**src/mrs_cfg.svh**
```systemverilog
// Offsets, field positions, reset values and timing counts of the reset sequencer
`ifndef MRS_CFG_SVH
`define MRS_CFG_SVH

// Start-up delay in system clock pulses, and the down-counter reload derived from it
`define MRS_SST_PULSES      1024
`define MRS_SST_RELOAD      11'(`MRS_SST_PULSES - 1)
// Default option-load count; the delay lasts this many system clock pulses plus one
`define MRS_OPT_LOAD_DEF    8'h10

// Register byte offsets on the AXI4-Lite slave
`define MRS_OFS_STATUS      32'h0000_0000
`define MRS_OFS_CTRL        32'h0000_0004
`define MRS_OFS_IRQ_STAT    32'h0000_0008
`define MRS_OFS_IRQ_MASK    32'h0000_000C
`define MRS_ADDR_BITS       4

// Status register field positions
`define MRS_ST_TO_BIT       0
`define MRS_ST_PD_BIT       1
`define MRS_ST_CAUSE_LSB    2
`define MRS_ST_BUSY_BIT     5
// Interrupt event bit positions
`define MRS_EV_CHIP_BIT     0
`define MRS_EV_WARM_BIT     1
`define MRS_EV_WAKE_BIT     2

// Initial register values loaded by a chip reset (never by a warm reset)
`define MRS_INIT_PC         11'h000
`define MRS_INIT_BANK       8'h00
`define MRS_INIT_WATCHDOG_SELECT_REG       8'h07
`define MRS_INIT_INTERRUPT_CONTROL_REG       6'h00
`define MRS_INIT_TIMER_CONTROL_REG       8'h08
`define MRS_INIT_EEPROM_CONTROL_REG       4'h8
`define MRS_INIT_PORT       8'hFF

// Bus responses
`define MRS_RESP_OKAY       2'h0
`define MRS_RESP_SLVERR     2'h2

`endif

```
**src/mrs_pkg.sv**
```systemverilog
// Types shared by the reset sequencer
package mrs_pkg;

  // Sequencer states
  typedef enum logic [1:0] {
    MRS_ST_RUN  = 2'b00,
    MRS_ST_HOLD = 2'b01,
    MRS_ST_OPT  = 2'b10,
    MRS_ST_SST  = 2'b11
  } mrs_state_t;

  // Cause of the most recent reset or wake sequence
  typedef enum logic [2:0] {
    MRS_CA_NONE     = 3'b000,
    MRS_CA_POWER    = 3'b001,
    MRS_CA_PIN_RUN  = 3'b010,
    MRS_CA_PIN_HALT = 3'b011,
    MRS_CA_WDT_RUN  = 3'b100,
    MRS_CA_WDT_HALT = 3'b101,
    MRS_CA_WAKE     = 3'b110
  } mrs_cause_t;

  // Whole state of the sequencer
  typedef struct packed {
    logic        pin_meta;
    logic        pin_sync;
    mrs_state_t  state;
    logic [10:0] cnt;
    logic        skip_opt;
    logic        warm;
    mrs_cause_t  cause;
    logic        to_flag;
    logic        pd_flag;
    logic        chip_rst;
    logic        exec_hold;
    logic        wdt_clr;
    logic        warm_pls;
    logic        init_pls;
    logic        pc_pls;
    logic [7:0]  opt_len;
    logic [2:0]  irq_stat;
    logic [2:0]  irq_mask;
    logic        irq;
    logic        awready;
    logic        wready;
    logic        bvalid;
    logic [1:0]  bresp;
    logic        arready;
    logic        rvalid;
    logic [1:0]  rresp;
    logic [31:0] rdata;
  } mrs_regs_t;

endpackage

```
**src/mrs_reset_seq.sv**
```systemverilog
// Reset sequencer: reset causes, flags, start-up and option-load delays, AXI4-Lite registers
//
// Operation
// - Chip reset on pin, pin-in-halt, watchdog in run
// - Watchdog time-out in halt gives warm reset
// - Flags per cause: 00, uu, 01, 1u, 11
// - Flags stay readable after any reset
// - 1024-pulse start-up delay after resets, wakes
// - Execution held until start-up delay ends
// - Option-load delay for system resets only
// - Chip reset: PC zero, peripherals to idle
// - Watchdog cleared during chip reset, runs after
// - Chip reset sets stack pointer to top
// - Initial register values except on warm reset
// - Data registers keep contents across resets
// - Ports set to ones except on warm reset
// - Power-down flag cleared, set; time-out cleared
`timescale 1ns/10ps
`include "mrs_cfg.svh"

module mrs_reset_seq
  import mrs_pkg::*;
#(
  parameter int unsigned SST_PULSES = `MRS_SST_PULSES
) (
  // Clock, reset and clock enable
  input  wire logic              aclk,
  input  wire logic              aresetn,
  input  wire logic              clk_en,
  // Reset pin and cause inputs
  input  wire logic              ext_reset_pin_n,
  input  wire logic              halted,
  input  wire logic              halt_exec,
  input  wire logic              clr_wdt_exec,
  input  wire logic              wdt_timeout,
  input  wire logic              wake_req,
  // Sequencer outputs
  output logic                   chip_reset,
  output logic                   exec_hold,
  output logic                   wdt_clear,
  output logic                   warm_reset,
  output logic                   init_load,
  output logic                   pc_sp_load,
  output logic                   timeout_flag,
  output logic                   powerdown_flag,
  output mrs_pkg::mrs_cause_t    last_cause,
  output logic                   irq,
  // AXI4-Lite write address and data
  input  wire logic [31:0]       s_axi_awaddr,
  input  wire logic              s_axi_awvalid,
  output logic                   s_axi_awready,
  input  wire logic [31:0]       s_axi_wdata,
  input  wire logic [3:0]        s_axi_wstrb,
  input  wire logic              s_axi_wvalid,
  output logic                   s_axi_wready,
  // AXI4-Lite write response
  output logic [1:0]             s_axi_bresp,
  output logic                   s_axi_bvalid,
  input  wire logic              s_axi_bready,
  // AXI4-Lite read
  input  wire logic [31:0]       s_axi_araddr,
  input  wire logic              s_axi_arvalid,
  output logic                   s_axi_arready,
  output logic [31:0]            s_axi_rdata,
  output logic [1:0]             s_axi_rresp,
  output logic                   s_axi_rvalid,
  input  wire logic              s_axi_rready
);

  import mrs_pkg::*;

  // Start-up delay reload, at least one pulse
  localparam logic [10:0] SST_RELOAD = 11'(SST_PULSES - 1);

  // Value of the whole state during reset: a power-up sequence starts here
  localparam mrs_regs_t RESET_VAL = '{
    pin_meta:  1'b1,
    pin_sync:  1'b1,
    state:     MRS_ST_OPT,
    cnt:       {3'h0, `MRS_OPT_LOAD_DEF},
    skip_opt:  1'b0,
    warm:      1'b0,
    cause:     MRS_CA_POWER,
    to_flag:   1'b0,
    pd_flag:   1'b0,
    chip_rst:  1'b1,
    exec_hold: 1'b1,
    wdt_clr:   1'b1,
    warm_pls:  1'b0,
    init_pls:  1'b1,
    pc_pls:    1'b1,
    opt_len:   `MRS_OPT_LOAD_DEF,
    irq_stat:  3'h0,
    irq_mask:  3'h0,
    irq:       1'b0,
    awready:   1'b0,
    wready:    1'b0,
    bvalid:    1'b0,
    bresp:     `MRS_RESP_OKAY,
    arready:   1'b0,
    rvalid:    1'b0,
    rresp:     `MRS_RESP_OKAY,
    rdata:     32'h0000_0000
  };

  mrs_regs_t r_q;
  mrs_regs_t r_d;

  // Low address bits of a register word
  function automatic logic [`MRS_ADDR_BITS-1:0] reg_ofs(input logic [31:0] addr);
    reg_ofs = addr[`MRS_ADDR_BITS-1:0];
  endfunction

  // True when an address falls on a mapped register word
  function automatic logic reg_hit(input logic [31:0] addr);
    logic [`MRS_ADDR_BITS-1:0] o;
    o = reg_ofs(addr);
    reg_hit = (addr[31:`MRS_ADDR_BITS] == '0) &&
              ((o == reg_ofs(`MRS_OFS_STATUS))   || (o == reg_ofs(`MRS_OFS_CTRL)) ||
               (o == reg_ofs(`MRS_OFS_IRQ_STAT)) || (o == reg_ofs(`MRS_OFS_IRQ_MASK)));
  endfunction

  // Next-state logic of sequencer, flags and register slave
  always_comb begin
    logic                       pin_low;
    logic [2:0]                 ev;
    logic                       wr_go;
    logic                       rd_go;
    logic [`MRS_ADDR_BITS-1:0]  wofs;
    logic [`MRS_ADDR_BITS-1:0]  rofs;
    pin_low = 1'b0;
    ev      = 3'h0;
    wr_go   = 1'b0;
    rd_go   = 1'b0;
    wofs    = '0;
    rofs    = '0;
    r_d     = r_q;

    // Two-stage synchroniser on the reset pin
    r_d.pin_meta = ext_reset_pin_n;
    r_d.pin_sync = r_q.pin_meta;
    pin_low      = !r_q.pin_sync;

    // One-cycle pulses fall back each cycle
    r_d.warm_pls = 1'b0;
    r_d.init_pls = 1'b0;
    r_d.pc_pls   = 1'b0;

    // Reset sequencer
    case (r_q.state)
      MRS_ST_RUN: begin
        if (pin_low) begin
          // Pin reset, in normal operation or as a wake from halt
          r_d.state    = MRS_ST_HOLD;
          r_d.warm     = 1'b0;
          r_d.init_pls = 1'b1;
          r_d.pc_pls   = 1'b1;
          if (halted) begin
            r_d.to_flag  = 1'b0;
            r_d.pd_flag  = 1'b1;
            r_d.skip_opt = 1'b1;
            r_d.cause    = MRS_CA_PIN_HALT;
          end else begin
            r_d.skip_opt = 1'b0;
            r_d.cause    = MRS_CA_PIN_RUN;
          end
        end else if (wdt_timeout && !halted) begin
          // Watchdog time-out in normal operation: full chip reset
          r_d.state    = MRS_ST_OPT;
          r_d.cnt      = {3'h0, r_q.opt_len};
          r_d.warm     = 1'b0;
          r_d.skip_opt = 1'b0;
          r_d.to_flag  = 1'b1;
          r_d.init_pls = 1'b1;
          r_d.pc_pls   = 1'b1;
          r_d.cause    = MRS_CA_WDT_RUN;
        end else if (wdt_timeout && halted) begin
          // Watchdog time-out in halt: warm reset, PC and SP only
          r_d.state    = MRS_ST_SST;
          r_d.cnt      = SST_RELOAD;
          r_d.warm     = 1'b1;
          r_d.warm_pls = 1'b1;
          r_d.pc_pls   = 1'b1;
          r_d.to_flag  = 1'b1;
          r_d.pd_flag  = 1'b1;
          r_d.cause    = MRS_CA_WDT_HALT;
          ev[`MRS_EV_WARM_BIT] = 1'b1;
        end else if (halted && wake_req) begin
          // Any other wake from halt gets the start-up delay only
          r_d.state = MRS_ST_SST;
          r_d.cnt   = SST_RELOAD;
          r_d.warm  = 1'b1;
          r_d.cause = MRS_CA_WAKE;
        end else begin
          // Instruction effects on the flags; set wins over clear
          if (clr_wdt_exec) begin
            r_d.pd_flag = 1'b0;
          end
          if (halt_exec) begin
            r_d.pd_flag = 1'b1;
            r_d.to_flag = 1'b0;
          end
        end
      end
      MRS_ST_HOLD: begin
        // Stay in reset while the pin is held low
        if (!pin_low) begin
          if (r_q.skip_opt || (r_q.opt_len == 8'h00)) begin
            r_d.state = MRS_ST_SST;
            r_d.cnt   = SST_RELOAD;
          end else begin
            r_d.state = MRS_ST_OPT;
            r_d.cnt   = {3'h0, r_q.opt_len};
          end
        end
      end
      MRS_ST_OPT: begin
        // Option-load delay, then start-up delay
        if (pin_low) begin
          r_d.state    = MRS_ST_HOLD;
          r_d.skip_opt = 1'b0;
          r_d.cause    = MRS_CA_PIN_RUN;
          r_d.init_pls = 1'b1;
          r_d.pc_pls   = 1'b1;
        end else if (r_q.cnt == 11'h000) begin
          r_d.state = MRS_ST_SST;
          r_d.cnt   = SST_RELOAD;
        end else begin
          r_d.cnt = r_q.cnt - 11'h001;
        end
      end
      MRS_ST_SST: begin
        // Start-up delay; execution resumes only at its end
        if (pin_low) begin
          r_d.state    = MRS_ST_HOLD;
          r_d.warm     = 1'b0;
          r_d.init_pls = 1'b1;
          r_d.pc_pls   = 1'b1;
          r_d.skip_opt = r_q.warm && halted;
          r_d.cause    = (r_q.warm && halted) ? MRS_CA_PIN_HALT : MRS_CA_PIN_RUN;
          if (r_q.warm && halted) begin
            r_d.to_flag = 1'b0;
            r_d.pd_flag = 1'b1;
          end
        end else if (r_q.cnt == 11'h000) begin
          r_d.state = MRS_ST_RUN;
          if (r_q.warm) begin
            ev[`MRS_EV_WAKE_BIT] = 1'b1;
          end else begin
            ev[`MRS_EV_CHIP_BIT] = 1'b1;
          end
        end else begin
          r_d.cnt = r_q.cnt - 11'h001;
        end
      end
      default: begin
        r_d.state = MRS_ST_RUN;
      end
    endcase

    // Registered status outputs follow the next state
    r_d.exec_hold = (r_d.state != MRS_ST_RUN);
    r_d.chip_rst  = (r_d.state != MRS_ST_RUN) && !r_d.warm;
    r_d.wdt_clr   = r_d.chip_rst;

    // Write channel: take address and data together, one write at a time
    r_d.awready = 1'b0;
    r_d.wready  = 1'b0;
    if (s_axi_awvalid && s_axi_wvalid && !r_q.awready && !r_q.bvalid) begin
      r_d.awready = 1'b1;
      r_d.wready  = 1'b1;
    end
    wr_go = r_q.awready && s_axi_awvalid && s_axi_wvalid;
    wofs  = reg_ofs(s_axi_awaddr);
    if (wr_go) begin
      r_d.bvalid = 1'b1;
      r_d.bresp  = reg_hit(s_axi_awaddr) ? `MRS_RESP_OKAY : `MRS_RESP_SLVERR;
    end else if (r_q.bvalid && s_axi_bready) begin
      r_d.bvalid = 1'b0;
    end

    // Register writes through byte lane 0
    if (wr_go && s_axi_wstrb[0] && (s_axi_awaddr[31:`MRS_ADDR_BITS] == '0)) begin
      if (wofs == reg_ofs(`MRS_OFS_CTRL)) begin
        r_d.opt_len = s_axi_wdata[7:0];
      end else if (wofs == reg_ofs(`MRS_OFS_IRQ_STAT)) begin
        r_d.irq_stat = r_q.irq_stat & ~s_axi_wdata[2:0];
      end else if (wofs == reg_ofs(`MRS_OFS_IRQ_MASK)) begin
        r_d.irq_mask = s_axi_wdata[2:0];
      end
    end

    // Events set sticky bits after any clear, so a set wins
    r_d.irq_stat = r_d.irq_stat | ev;
    r_d.irq      = |(r_d.irq_stat & r_d.irq_mask);

    // Read channel: one read at a time
    r_d.arready = 1'b0;
    if (s_axi_arvalid && !r_q.arready && !r_q.rvalid) begin
      r_d.arready = 1'b1;
    end
    rd_go = r_q.arready && s_axi_arvalid;
    rofs  = reg_ofs(s_axi_araddr);
    if (rd_go) begin
      r_d.rvalid = 1'b1;
      r_d.rresp  = `MRS_RESP_OKAY;
      r_d.rdata  = 32'h0000_0000;
      if (s_axi_araddr[31:`MRS_ADDR_BITS] != '0) begin
        r_d.rresp = `MRS_RESP_SLVERR;
      end else if (rofs == reg_ofs(`MRS_OFS_STATUS)) begin
        r_d.rdata[`MRS_ST_TO_BIT]                         = r_q.to_flag;
        r_d.rdata[`MRS_ST_PD_BIT]                         = r_q.pd_flag;
        r_d.rdata[`MRS_ST_CAUSE_LSB+2:`MRS_ST_CAUSE_LSB]  = r_q.cause;
        r_d.rdata[`MRS_ST_BUSY_BIT]                       = r_q.exec_hold;
      end else if (rofs == reg_ofs(`MRS_OFS_CTRL)) begin
        r_d.rdata[7:0] = r_q.opt_len;
      end else if (rofs == reg_ofs(`MRS_OFS_IRQ_STAT)) begin
        r_d.rdata[2:0] = r_q.irq_stat;
      end else if (rofs == reg_ofs(`MRS_OFS_IRQ_MASK)) begin
        r_d.rdata[2:0] = r_q.irq_mask;
      end else begin
        r_d.rresp = `MRS_RESP_SLVERR;
      end
    end else if (r_q.rvalid && s_axi_rready) begin
      r_d.rvalid = 1'b0;
    end
  end

  // State register: synchronous reset, frozen while the clock enable is low
  always_ff @(posedge aclk) begin
    if (!aresetn) begin
      r_q <= RESET_VAL;
    end else if (clk_en) begin
      r_q <= r_d;
    end
  end

  // Outputs straight from the state register
  assign chip_reset     = r_q.chip_rst;
  assign exec_hold      = r_q.exec_hold;
  assign wdt_clear      = r_q.wdt_clr;
  assign warm_reset     = r_q.warm_pls;
  assign init_load      = r_q.init_pls;
  assign pc_sp_load     = r_q.pc_pls;
  assign timeout_flag   = r_q.to_flag;
  assign powerdown_flag = r_q.pd_flag;
  assign last_cause     = r_q.cause;
  assign irq            = r_q.irq;
  assign s_axi_awready  = r_q.awready;
  assign s_axi_wready   = r_q.wready;
  assign s_axi_bvalid   = r_q.bvalid;
  assign s_axi_bresp    = r_q.bresp;
  assign s_axi_arready  = r_q.arready;
  assign s_axi_rvalid   = r_q.rvalid;
  assign s_axi_rresp    = r_q.rresp;
  assign s_axi_rdata    = r_q.rdata;

endmodule // mrs_reset_seq

```
**config.mk**
```make
export PLATFORM = sky130hd
export DESIGN_NAME = mrs_reset_seq
export DESIGN_NICKNAME = d
export VERILOG_FILES = /design/src/mrs_pkg.sv /design/src/mrs_reset_seq.sv
export VERILOG_INCLUDE_DIRS = /design/src
export SDC_FILE = /design/constraint.sdc
export NUM_CORES = 1
export LEC_CHECK = 0
export BUFFER_PORTS_ARGS = -buffer_cell sky130_fd_sc_hd__buf_2
export CORE_ASPECT_RATIO = 0.7
export CORE_MARGIN = 2
export CORE_UTILIZATION = 30
export DETAILED_ROUTE_END_ITERATION = 8
export GPL_ROUTABILITY_DRIVEN = 0
export PLACE_DENSITY = 0.61
export RECOVER_POWER = 100
export REMOVE_ABC_BUFFERS = 1
export SLEW_MARGIN = 10
export SYNTH_ARGS = -nofsm -noshare
export SYNTH_HDL_FRONTEND = slang
export SYNTH_SLANG_ARGS = --single-unit
```
**constraint.sdc**
```tcl
create_clock -name aclk -period 6.14 [get_ports aclk]
set_clock_uncertainty 0.15 [all_clocks]
set_input_delay 0.614 -clock aclk [delete_from_list [all_inputs] [get_ports aclk]]
set_output_delay 0.614 -clock aclk [all_outputs]
set_load 0.05 [all_outputs]
```
### Yosys cells after proc, flatten, opt, wreduce, memory -nomap -nowiden

Cells that the tools add are included.
W data, S select, Z words.

| storage, ports and cells | value |
|---|---|
| register bits after elaboration | 59 |
| bits in latches | 0 |
| memory bits (writable) | 0 |
| memory bits (read-only) | 0 |
| input port bits | 114 |
| output and inout port bits | 53 |
| word-level logic and storage cells | 187 |
| memories kept | 0 |

| cells by class | value |
|---|---|
| add/subtract/negate cells | 1 |
| multiply operators | 0 |
| divide/modulo/power cells | 0 |
| order comparisons | 0 |
| eq/ne operators | 26 |
| shift operators | 0 |
| mux-type cells | 78 |
| bitwise logic cells | 4 |
| reductions and logical operators | 52 |

Operators with widths:

| cell | count |
|---|---|
| $mux W11 | 5 |
| $mux W13 | 4 |
| $pmux W13 S4 | 1 |
| $mux W2 | 19 |
| $logic_not A28 Y1 | 1 |
| $reduce_bool A28 Y1 | 1 |
| $mux W1 | 26 |
| $mux W6 | 4 |
| $mux W3 | 7 |
| $ne A5 B5 Y1 const B | 4 |
| $logic_and A1 B1 Y1 | 18 |
| $eq A4 B4 Y1 const B | 4 |
| $ne A2 B2 Y1 const B | 8 |
| $mux W7 | 2 |
| $reduce_and A7 Y1 | 2 |
| $mux W12 | 1 |
| $logic_not A11 Y1 | 1 |
| $sub A11 B1 Y11 const B | 1 |
| $mux W5 | 2 |
| $reduce_and A5 Y1 | 2 |
| $ne A3 B3 Y1 const B | 3 |
| $pmux W3 S3 | 1 |
| $eq A4 B3 Y1 const B | 2 |
| $logic_not A4 Y1 | 2 |
| other kinds (22) | 40 |

### Logic depth before layout (Yosys ltp)

Gate-level depths: netlist of the first run.

| depth | value |
|---|---|
| word-level depth | 9 |
| mapped depth | 9 |
| depth with buffers taken out | 7 |

### Worst setup path before layout of the first run

OpenSTA, ideal clock, no wires.

| timing path | value |
|---|---|
| path kind | reg-to-reg |
| from | register r_q, in the netlist s_axi_awready |
| to | register r_q, in the netlist irq |
| library setup time | 58 ps |
| arrival time | 2103 ps |
| data required time | 5932 ps |
| setup slack | 3829 ps |
| cell stages (with the launch flop) | 6 |
| buffers on the path | 0 |
| clock period less this slack | 2311 ps |
| cell sequence | dfxtp_1 nand4_1 or2_2 or4_1 a221oi_1 a211o_1 |

| between the ends | value |
|---|---|
| word-level cells in the longest chain between the ends | 8 |

Ends and longest elaborated chain:

| element | RTL line | RTL |
|---|---|---|
| start, declared | mrs_reset_seq.sv:106 | `mrs_regs_t r_q;` |
| start signal, assigned | mrs_reset_seq.sv:334 | `r_q <= r_d;` |
| $logic_and A1 B1 Y1 (*) (2 in a row) | mrs_reset_seq.sv:273 | `wr_go = r_q.awready && s_axi_awvalid && s_axi_wvalid;` |
| $logic_and A1 B1 Y1 (*) (2 in a row) | mrs_reset_seq.sv:283 | `` if (wr_go && s_axi_wstrb[0] && (s_axi_awaddr[31:`MRS_ADDR_BITS] == '0)) begin `` |
| $mux W6 (*) | mrs_reset_seq.sv:283 |  |
| $or A3 B3 Y3 | mrs_reset_seq.sv:294 | `r_d.irq_stat = r_d.irq_stat \| ev;` |
| $and A3 B3 Y3 (*) | mrs_reset_seq.sv:295 | `r_d.irq = \|(r_d.irq_stat & r_d.irq_mask);` |
| $reduce_or A3 Y1 (*) | mrs_reset_seq.sv:295 |  |

Mark *: on every way between the ends. The rest lies on a longest branch, timed or not.
A chain may end at the register's enable or synchronous reset.

### Worst setup path after layout of the first run

| timing path | value |
|---|---|
| from | input port clk_en |
| to | register r_q[76] in the netlist's numbering |

| between the ends | value |
|---|---|
| word-level cells in the longest chain between the ends | 1 |

Ends and longest elaborated chain:

| element | RTL line | RTL |
|---|---|---|
| start, declared | mrs_reset_seq.sv:29 | `input wire logic clk_en,` |
| $reduce_and A7 Y1 (no source line) | - |  |

No other way between the ends.

==> summary.md, run 1 <==
| Metric | Value |
|---|---|
| Finish-stage setup viols | 0 |
| Share of the synthesized area in the top cell type | 0.294 |
| Pins Over Slew Limit | 0 |
| I/O Pins | 167 |
| Port bufs | 113 |
| Overall Power | 1.13 mW |
| Starting Density | 0.307 |
| Syn avg cell area | 8.21 µm² |
| Synth Warn # | 0 |
| Total CTS buffers | 5 |
| CP arrival | 3.45 ns |
| Fin. Hold Viols | 0 |
| Pre-antenna DRT Iters | 6 |
| Startpoint types | input port |
| Worst-path clk slew | 0.07 ns |
| First-pass GRT wire length | 18.5 mm |
| Relative slew slack | 0.0874 |
| Post-CTS Setup Bufs | 0 |
| Reg-to-Reg Start | r_q[80]$_SDFFE_PN0P_ |
| Post-synth EDFFs | 0 |
| Core ar. | 12400 µm² |
| Least-Margin Pin Slew | 1.37 ns |
| Worst r2r dst | r_q[76]$_SDFFE_PN0P_ |
| TritonCTS clock tree | done |
| Drt total wl | 11.4 mm |
| Slowest CP cell | clkbuf_1 |
| Rows | 34 |
| Max Freq | 296 MHz |
| Clk sinks | 56 |
| Post-CTS Resized | 0 |
| Die width | 139 µm |
| Max-Cap Viols | 0 |
| Critical path data required time | 6.21 ns |
| Number of global-route vias before repair | 3599 |
| Fin crit period | 3.38 ns |
| Top cells by area, synth | dfxtp_1, buf_4, o21ai_0, a21oi_1, nand2_1 |
| Setup TNS | 0 ns |
| Clock buffer depth | 2 |
| Fillers | 1332 |
| Top FF cell, synth | dfxtp_1 |
| Clk root buf | clkbuf_16 |
| R2R Setup Slk | 3.10 ns |
| Routed wl met2 | 4.72 mm |
| Largest net degree at the start of global routing | 31 |
| Largest stage delay on the critical path | 0.97 ns |
| WL/cell | 16.1 µm |
| CP cell instances | clkbuf_1 > nor2b_1 > nand2_1 > a21oi_1 > clkbuf_1 > nand3_1 > o221ai_1 |
| WL met1 | 5.24 mm |
| Leak Pwr | 1.70 nW |
| Initial drt markers | 279 |
| Outcome | finished, final reports clean |
| Synth cell count leaders | dfxtp_1, buf_4, nand2_1 |
| GRT Total Usage | 0.166 |
| Tightest Hold Check Type | reg -> reg |
| Sequential element share of the synthesized area | 0.294 |
| Clock Latency Late Sink | 0.30 ns |
| Worst vdd ir | 0.147 mV |
| Uppermost layer routed | met4 |
| Top reg by flops | r_q |
| Met3 wire length | 1.32 mm |
| Nets | 665 |
| Initial antenna violation count | 0 |
| Layout cells sized above 1 | 0.200 |
| Power per cell area | 257 nW/µm² |
| Worst R2R Path Depth | 8 |
| Htree depth | 2 |
| CP Class | in -> reg |
| Most frequent CP cell | clkbuf_1 |
| Grt total ovfl | 0 |
| Area grow syn2layout | 15.0% |
| Mapped Area | 3820 µm² |
| Die outline height | 98.4 µm |
| Synth area leader | dfxtp_1 |
| Die area | 13700 µm² |
| Post-synth ARST share | 0 |
| Min-Delay Path Depth | 2 |
| Detailed Place HPWL | 8.74 mm |
| Synth cell types | 65 |
| Ant diodes | 0 |
| DRC | 0 |
| CP Max Fanout | 28 |
| Max FFs per register | 30 |
| Synth Instances | 465 |
| ANT nets after route | 0 |
| Post-CTS Hold Buffers | 0 |
| Routed via count | 3877 |
| RSZ-0062 raised after global routing | false |
| Hold slack | 0.302 ns |
| Post-synthesis register bit count | 56 |
| Vias per inst | 5.48 |
| Hold path startpoint | s_axi_rdata[7]$_SDFFE_PN0P_ |
| Final period util | 0.550 |
| Hold EP | s_axi_rdata[7]$_SDFFE_PN0P_ |
| Critical path capture point type | flip-flop |
| Most common cell in the synthesized netlist | dfxtp_1 |
area by class of cell:
class	count	area, µm²	area share
Timing Repair Buffer	114	534	0.122
Inverter	20	75.1	0.0171
Multi-Input combinational cell	348	2290	0.521
Tap cell	162	203	0.0462
Sequential cell	56	1120	0.256
Clock buffer	5	125	0.0285
Clock inverter	3	42.5	0.00970
layout by cell type (no fill, tap or decap), types with 3 or more instances in the layout:
cell type,n
a21oi_1,27
nand2_1,35
nor4_4,5
nor3_1,7
o211ai_1,11
a221oi_1,3
o21ai_0,28
and4_1,4
o221ai_1,4
dfxtp_1,56
nand3b_1,3
buf_2,85
mux2i_1,13
a31oi_1,8
clkbuf_1,29
inv_1,20
nand4_1,11
nand3_1,11
a22oi_1,6
nor2_1,28
ha_1,6
clkbuf_16,5
a21o_1,4
nor4_1,21
or3_1,7
conb_1,26
o211a_1,3
or2_2,3
mux4_2,3
or4_1,4
a21boi_0,3
nor2b_1,10
nor3b_1,3
nand2b_1,3
o31ai_1,3
o2111ai_1,4
o22ai_1,4
worst max-delay path by stage:
stage	startpoint	slack, ns	endpoint	cells past startpoint
after global placement	clk_en	2.95	r_q[72]$_SDFFE_PN0P_	6
after global routing	clk_en	2.59	r_q[76]$_SDFFE_PN0P_	7
after CTS	r_q[80]$_SDFFE_PN0P_	2.99	r_q[72]$_SDFFE_PN0P_	7
after detailed placement	clk_en	2.86	r_q[72]$_SDFFE_PN0P_	6
final	clk_en	2.76	r_q[76]$_SDFFE_PN0P_	7
after floorplan	s_axi_awready$_SDFFE_PN0P_	3.44	irq$_SDFFE_PN0P_	5
worst max-delay path: cells and delay by family:
family	cells	cell delay, ns
AOI/OAI and AO/OA	2	0.69
and+or+nand+nor	3	0.73
buffers and inverters	2	1.39
where the power goes:
group / leakage [nW] / internal (mW) / total (mW) / switching (mW)
Clock: 0.0798 / 0.192 / 0.330 / 0.138
Sequential: 0.456 / 0.389 / 0.424 / 0.0357
Combinational: 1.16 / 0.124 / 0.373 / 0.249
cell families (layout without fill, tap and decap cells):
| family | after synthesis | count (layout) | synth area share |
|---|---|---|---|
| buffers and inverters | 86 | 142 | 0.129 |
| muxes | 18 | 18 | 0.0577 |
| adders and majority gates | 6 | 6 | 0.0197 |
| DFF | 56 | 56 | 0.294 |
| and+or+nand+nor | 166 | 166 | 0.264 |
| other | 1 | 26 | 0.000983 |
| xor gates and xnor gates | 3 | 3 | 0.00689 |
| AOI/OAI and AO/OA | 129 | 129 | 0.229 |
through the flow:
stage / worst slack [ns] / util / instances / instance area, µm²
2_1_floorplan: 3.44 / - / 424 / 3490
3_3_place_gp: 2.95 / 0.343 / 699 / 4260
3_5_place_dp: 2.86 / 0.343 / 699 / 4260
4_1_cts: 2.99 / 0.357 / 707 / 4430
5_1_grt: 2.59 / 0.353 / 708 / 4390
6_report: 2.76 / 0.353 / 708 / 4390
routing by layer:
metal | track usage | vias to the layer above
li1 | - | 1851
met1 | 0.240 | 1789
met2 | 0.250 | 222
met3 | 0.0451 | 15
met4 | 0.0326 | 0
met5 | 0 | -
Power figures use the tool's default switching activity.
==> run 2: changes to the inputs <==
==> constraint.sdc (replaced) <==
create_clock -name aclk -period 3.36 [get_ports aclk]
set_clock_uncertainty 0.15 [all_clocks]
set_input_delay 0.336 -clock aclk [delete_from_list [all_inputs] [get_ports aclk]]
set_output_delay 0.336 -clock aclk [all_outputs]
set_load 0.05 [all_outputs]
==> run 2 against run 1 <==
Effect of this change:
- the flow now finishes with violations (capacitance limit)
- critical path depth down 2
- first-iteration DRC count shrank 6.5%
- wire length is 2.1% higher
- flip-flop and latch count stayed put
- setup slack got worse by 2.1 ns
- register-to-register slack got worse by 2.4 ns
- largest cell class unchanged
==> summary.md, run 2 (synthesized netlist as in run 1, its figures left out) <==
| Metric | Value |
|---|---|
| Outcome | finished, violations left |
| Failing checks | capacitance limit |
| Top reg by flops | r_q |
| Leak Pwr | 1.70 nW |
| Worst R2R Path Depth | 5 |
| Relative slew slack | 0.0180 |
| Power share of the clock group | 0.258 |
| Die outline height | 98.4 µm |
| Internal power | 1.22 mW |
| Pre-antenna DRT Iters | 4 |
| Critical path data required time | 3.39 ns |
| CP Class | reg -> reg |
| Rows | 34 |
| Nets | 668 |
| Comb power frac | 0.349 |
| Max Freq | 372 MHz |
| Setup TNS | 0 ns |
| Grt total ovfl | 0 |
| Worst r2r dst | r_q[52]$_SDFFE_PN1P_ |
| ANT nets after route | 0 |
| Final period util | 0.801 |
| TritonCTS clock tree | done |
| Drt total wl | 11.6 mm |
| Fin crit period | 2.69 ns |
| Register share of total power | 0.393 |
| Htree depth | 2 |
| Tightest Hold Check Type | in -> reg |
| Layout cells sized above 1 | 0.204 |
| Hold EP | r_d[82]$_SDFFE_PN1P_ |
| Core ar. | 12400 µm² |
| First-pass GRT wire length | 18.6 mm |
| Die area | 13700 µm² |
| CP arrival | 2.72 ns |
| Fin worst setup slack | 0.668 ns |
| Clock buffer depth | 2 |
| Total CTS buffers | 5 |
| CP cell instances | and4_1 > nand3b_1 > nor4_2 > mux2i_1 > nand2_1 |
| P_sw | 757 µW |
| Starting Density | 0.307 |
| Max FFs per register | 30 |
| Max-Cap Viols | 1 |
| Number of global-route vias before repair | 3614 |
| Overall Power | 1.97 mW |
| Post-CTS Hold Buffers | 0 |
| Port bufs | 113 |
| Detailed Place HPWL | 8.84 mm |
| Setup crit start | s_axi_awready$_SDFFE_PN0P_ |
| Startpoint types | flip-flop |
| GRT Total Usage | 0.168 |
| Clk sinks | 56 |
| Power per cell area | 450 nW/µm² |
| Sw Ratio | 0.384 |
| Most frequent cells in the layout | buf_2, dfxtp_1, nand2_1, clkbuf_1 |
| Least-Margin Pin Slew | 1.46 ns |
| Ant diodes | 0 |
| Post-CTS Resized | 0 |
| Commonest non-fill, non-tap cell in the layout | buf_2 |
| Finish-stage setup viols | 0 |
| Largest net degree at the start of global routing | 31 |
| Clk root buf | clkbuf_16 |
| Area grow syn2layout | 14.8% |
| Vias per inst | 5.53 |
| Slowest CP cell | nor4_2 |
| Pins Over Slew Limit | 0 |
| Fin. Hold Viols | 0 |
| Critical path capture point type | flip-flop |
| Clock Latency Late Sink | 0.29 ns |
| Routed via count | 3924 |
| R2R Setup Slk | 0.67 ns |
| Die width | 139 µm |
| Largest stage delay on the critical path | 1.20 ns |
| Initial antenna violation count | 0 |
| Initial drt markers | 261 |
| DRC | 0 |
| Fillers | 1313 |
| WL/cell | 16.4 µm |
| Reg-to-Reg Start | s_axi_awready$_SDFFE_PN0P_ |
| I/O Pins | 167 |
| Min-Delay Path Depth | 3 |
| Worst vdd ir | 0.224 mV |
| CP Max Fanout | 8 |
| Pre-CTS worst setup slack | 0.866 ns |
| Worst-path clk slew | 0.07 ns |
| Hold path startpoint | ext_reset_pin_n |
| RSZ-0062 raised after global routing | false |
| Post-CTS Setup Bufs | 0 |
## run 2: layer usage
layer / vias up / wire [µm] / global-route usage
met5: - / 0 / 0
met4: 0 / 98 / 0.0326
met3: 11 / 1240 / 0.0348
met2: 233 / 4920 / 0.257
met1: 1823 / 5380 / 0.246
li1: 1857 / - / -
## run 2: worst max-delay path by stage
| stage | endpoint | slack [ns] | cells past startpoint |
|---|---|---|---|
| floorplan | irq$_SDFFE_PN0P_ | 0.66 | 5 |
| global placement | exec_hold$_SDFFE_PN1P_ | 0.95 | 7 |
| detailed placement | r_q[52]$_SDFFE_PN1P_ | 0.87 | 6 |
| CTS | exec_hold$_SDFFE_PN1P_ | 0.93 | 7 |
| global route | r_q[52]$_SDFFE_PN1P_ | 0.47 | 5 |
| finish | r_q[52]$_SDFFE_PN1P_ | 0.67 | 5 |
## run 2: final cells by class
type	instances	area, µm²	area share
well taps	162	203	0.0463
clock inverters	1	5.00	0.00114
flip-flops and latches	56	1120	0.256
multi-input cells	348	2290	0.523
clock buffers	6	129	0.0294
inverters	20	75.1	0.0171
repair buffers	117	558	0.127
## run 2: power groups by stage
stage	Clock, mW	Sequential, mW	Combinational (mW)
after floorplan	0	0.830	0.419
after global placement	0	0.784	0.674
after detailed placement	0	0.787	0.680
after CTS	0.521	0.773	0.682
after global routing	0.546	0.784	0.755
final	0.509	0.776	0.688
## run 2: through the flow
step | instances | hold WS [ns] | utilization | area, µm²
after floorplan | 424 | 0.248 | - | 3490
final | 710 | 0.109 | 0.353 | 4380
after global routing | 710 | 0.108 | 0.353 | 4380
after detailed placement | 703 | 0.291 | 0.346 | 4290
after global placement | 703 | 0.285 | 0.346 | 4290
after CTS | 710 | 0.111 | 0.356 | 4430
## run 2: worst max-delay path: cells and delay by family, from the launching register on
family | cells | cell delay (ns)
and+or+nand+nor | 4 | 1.68
DFF | 1 | 0.43
muxes | 1 | 0.31
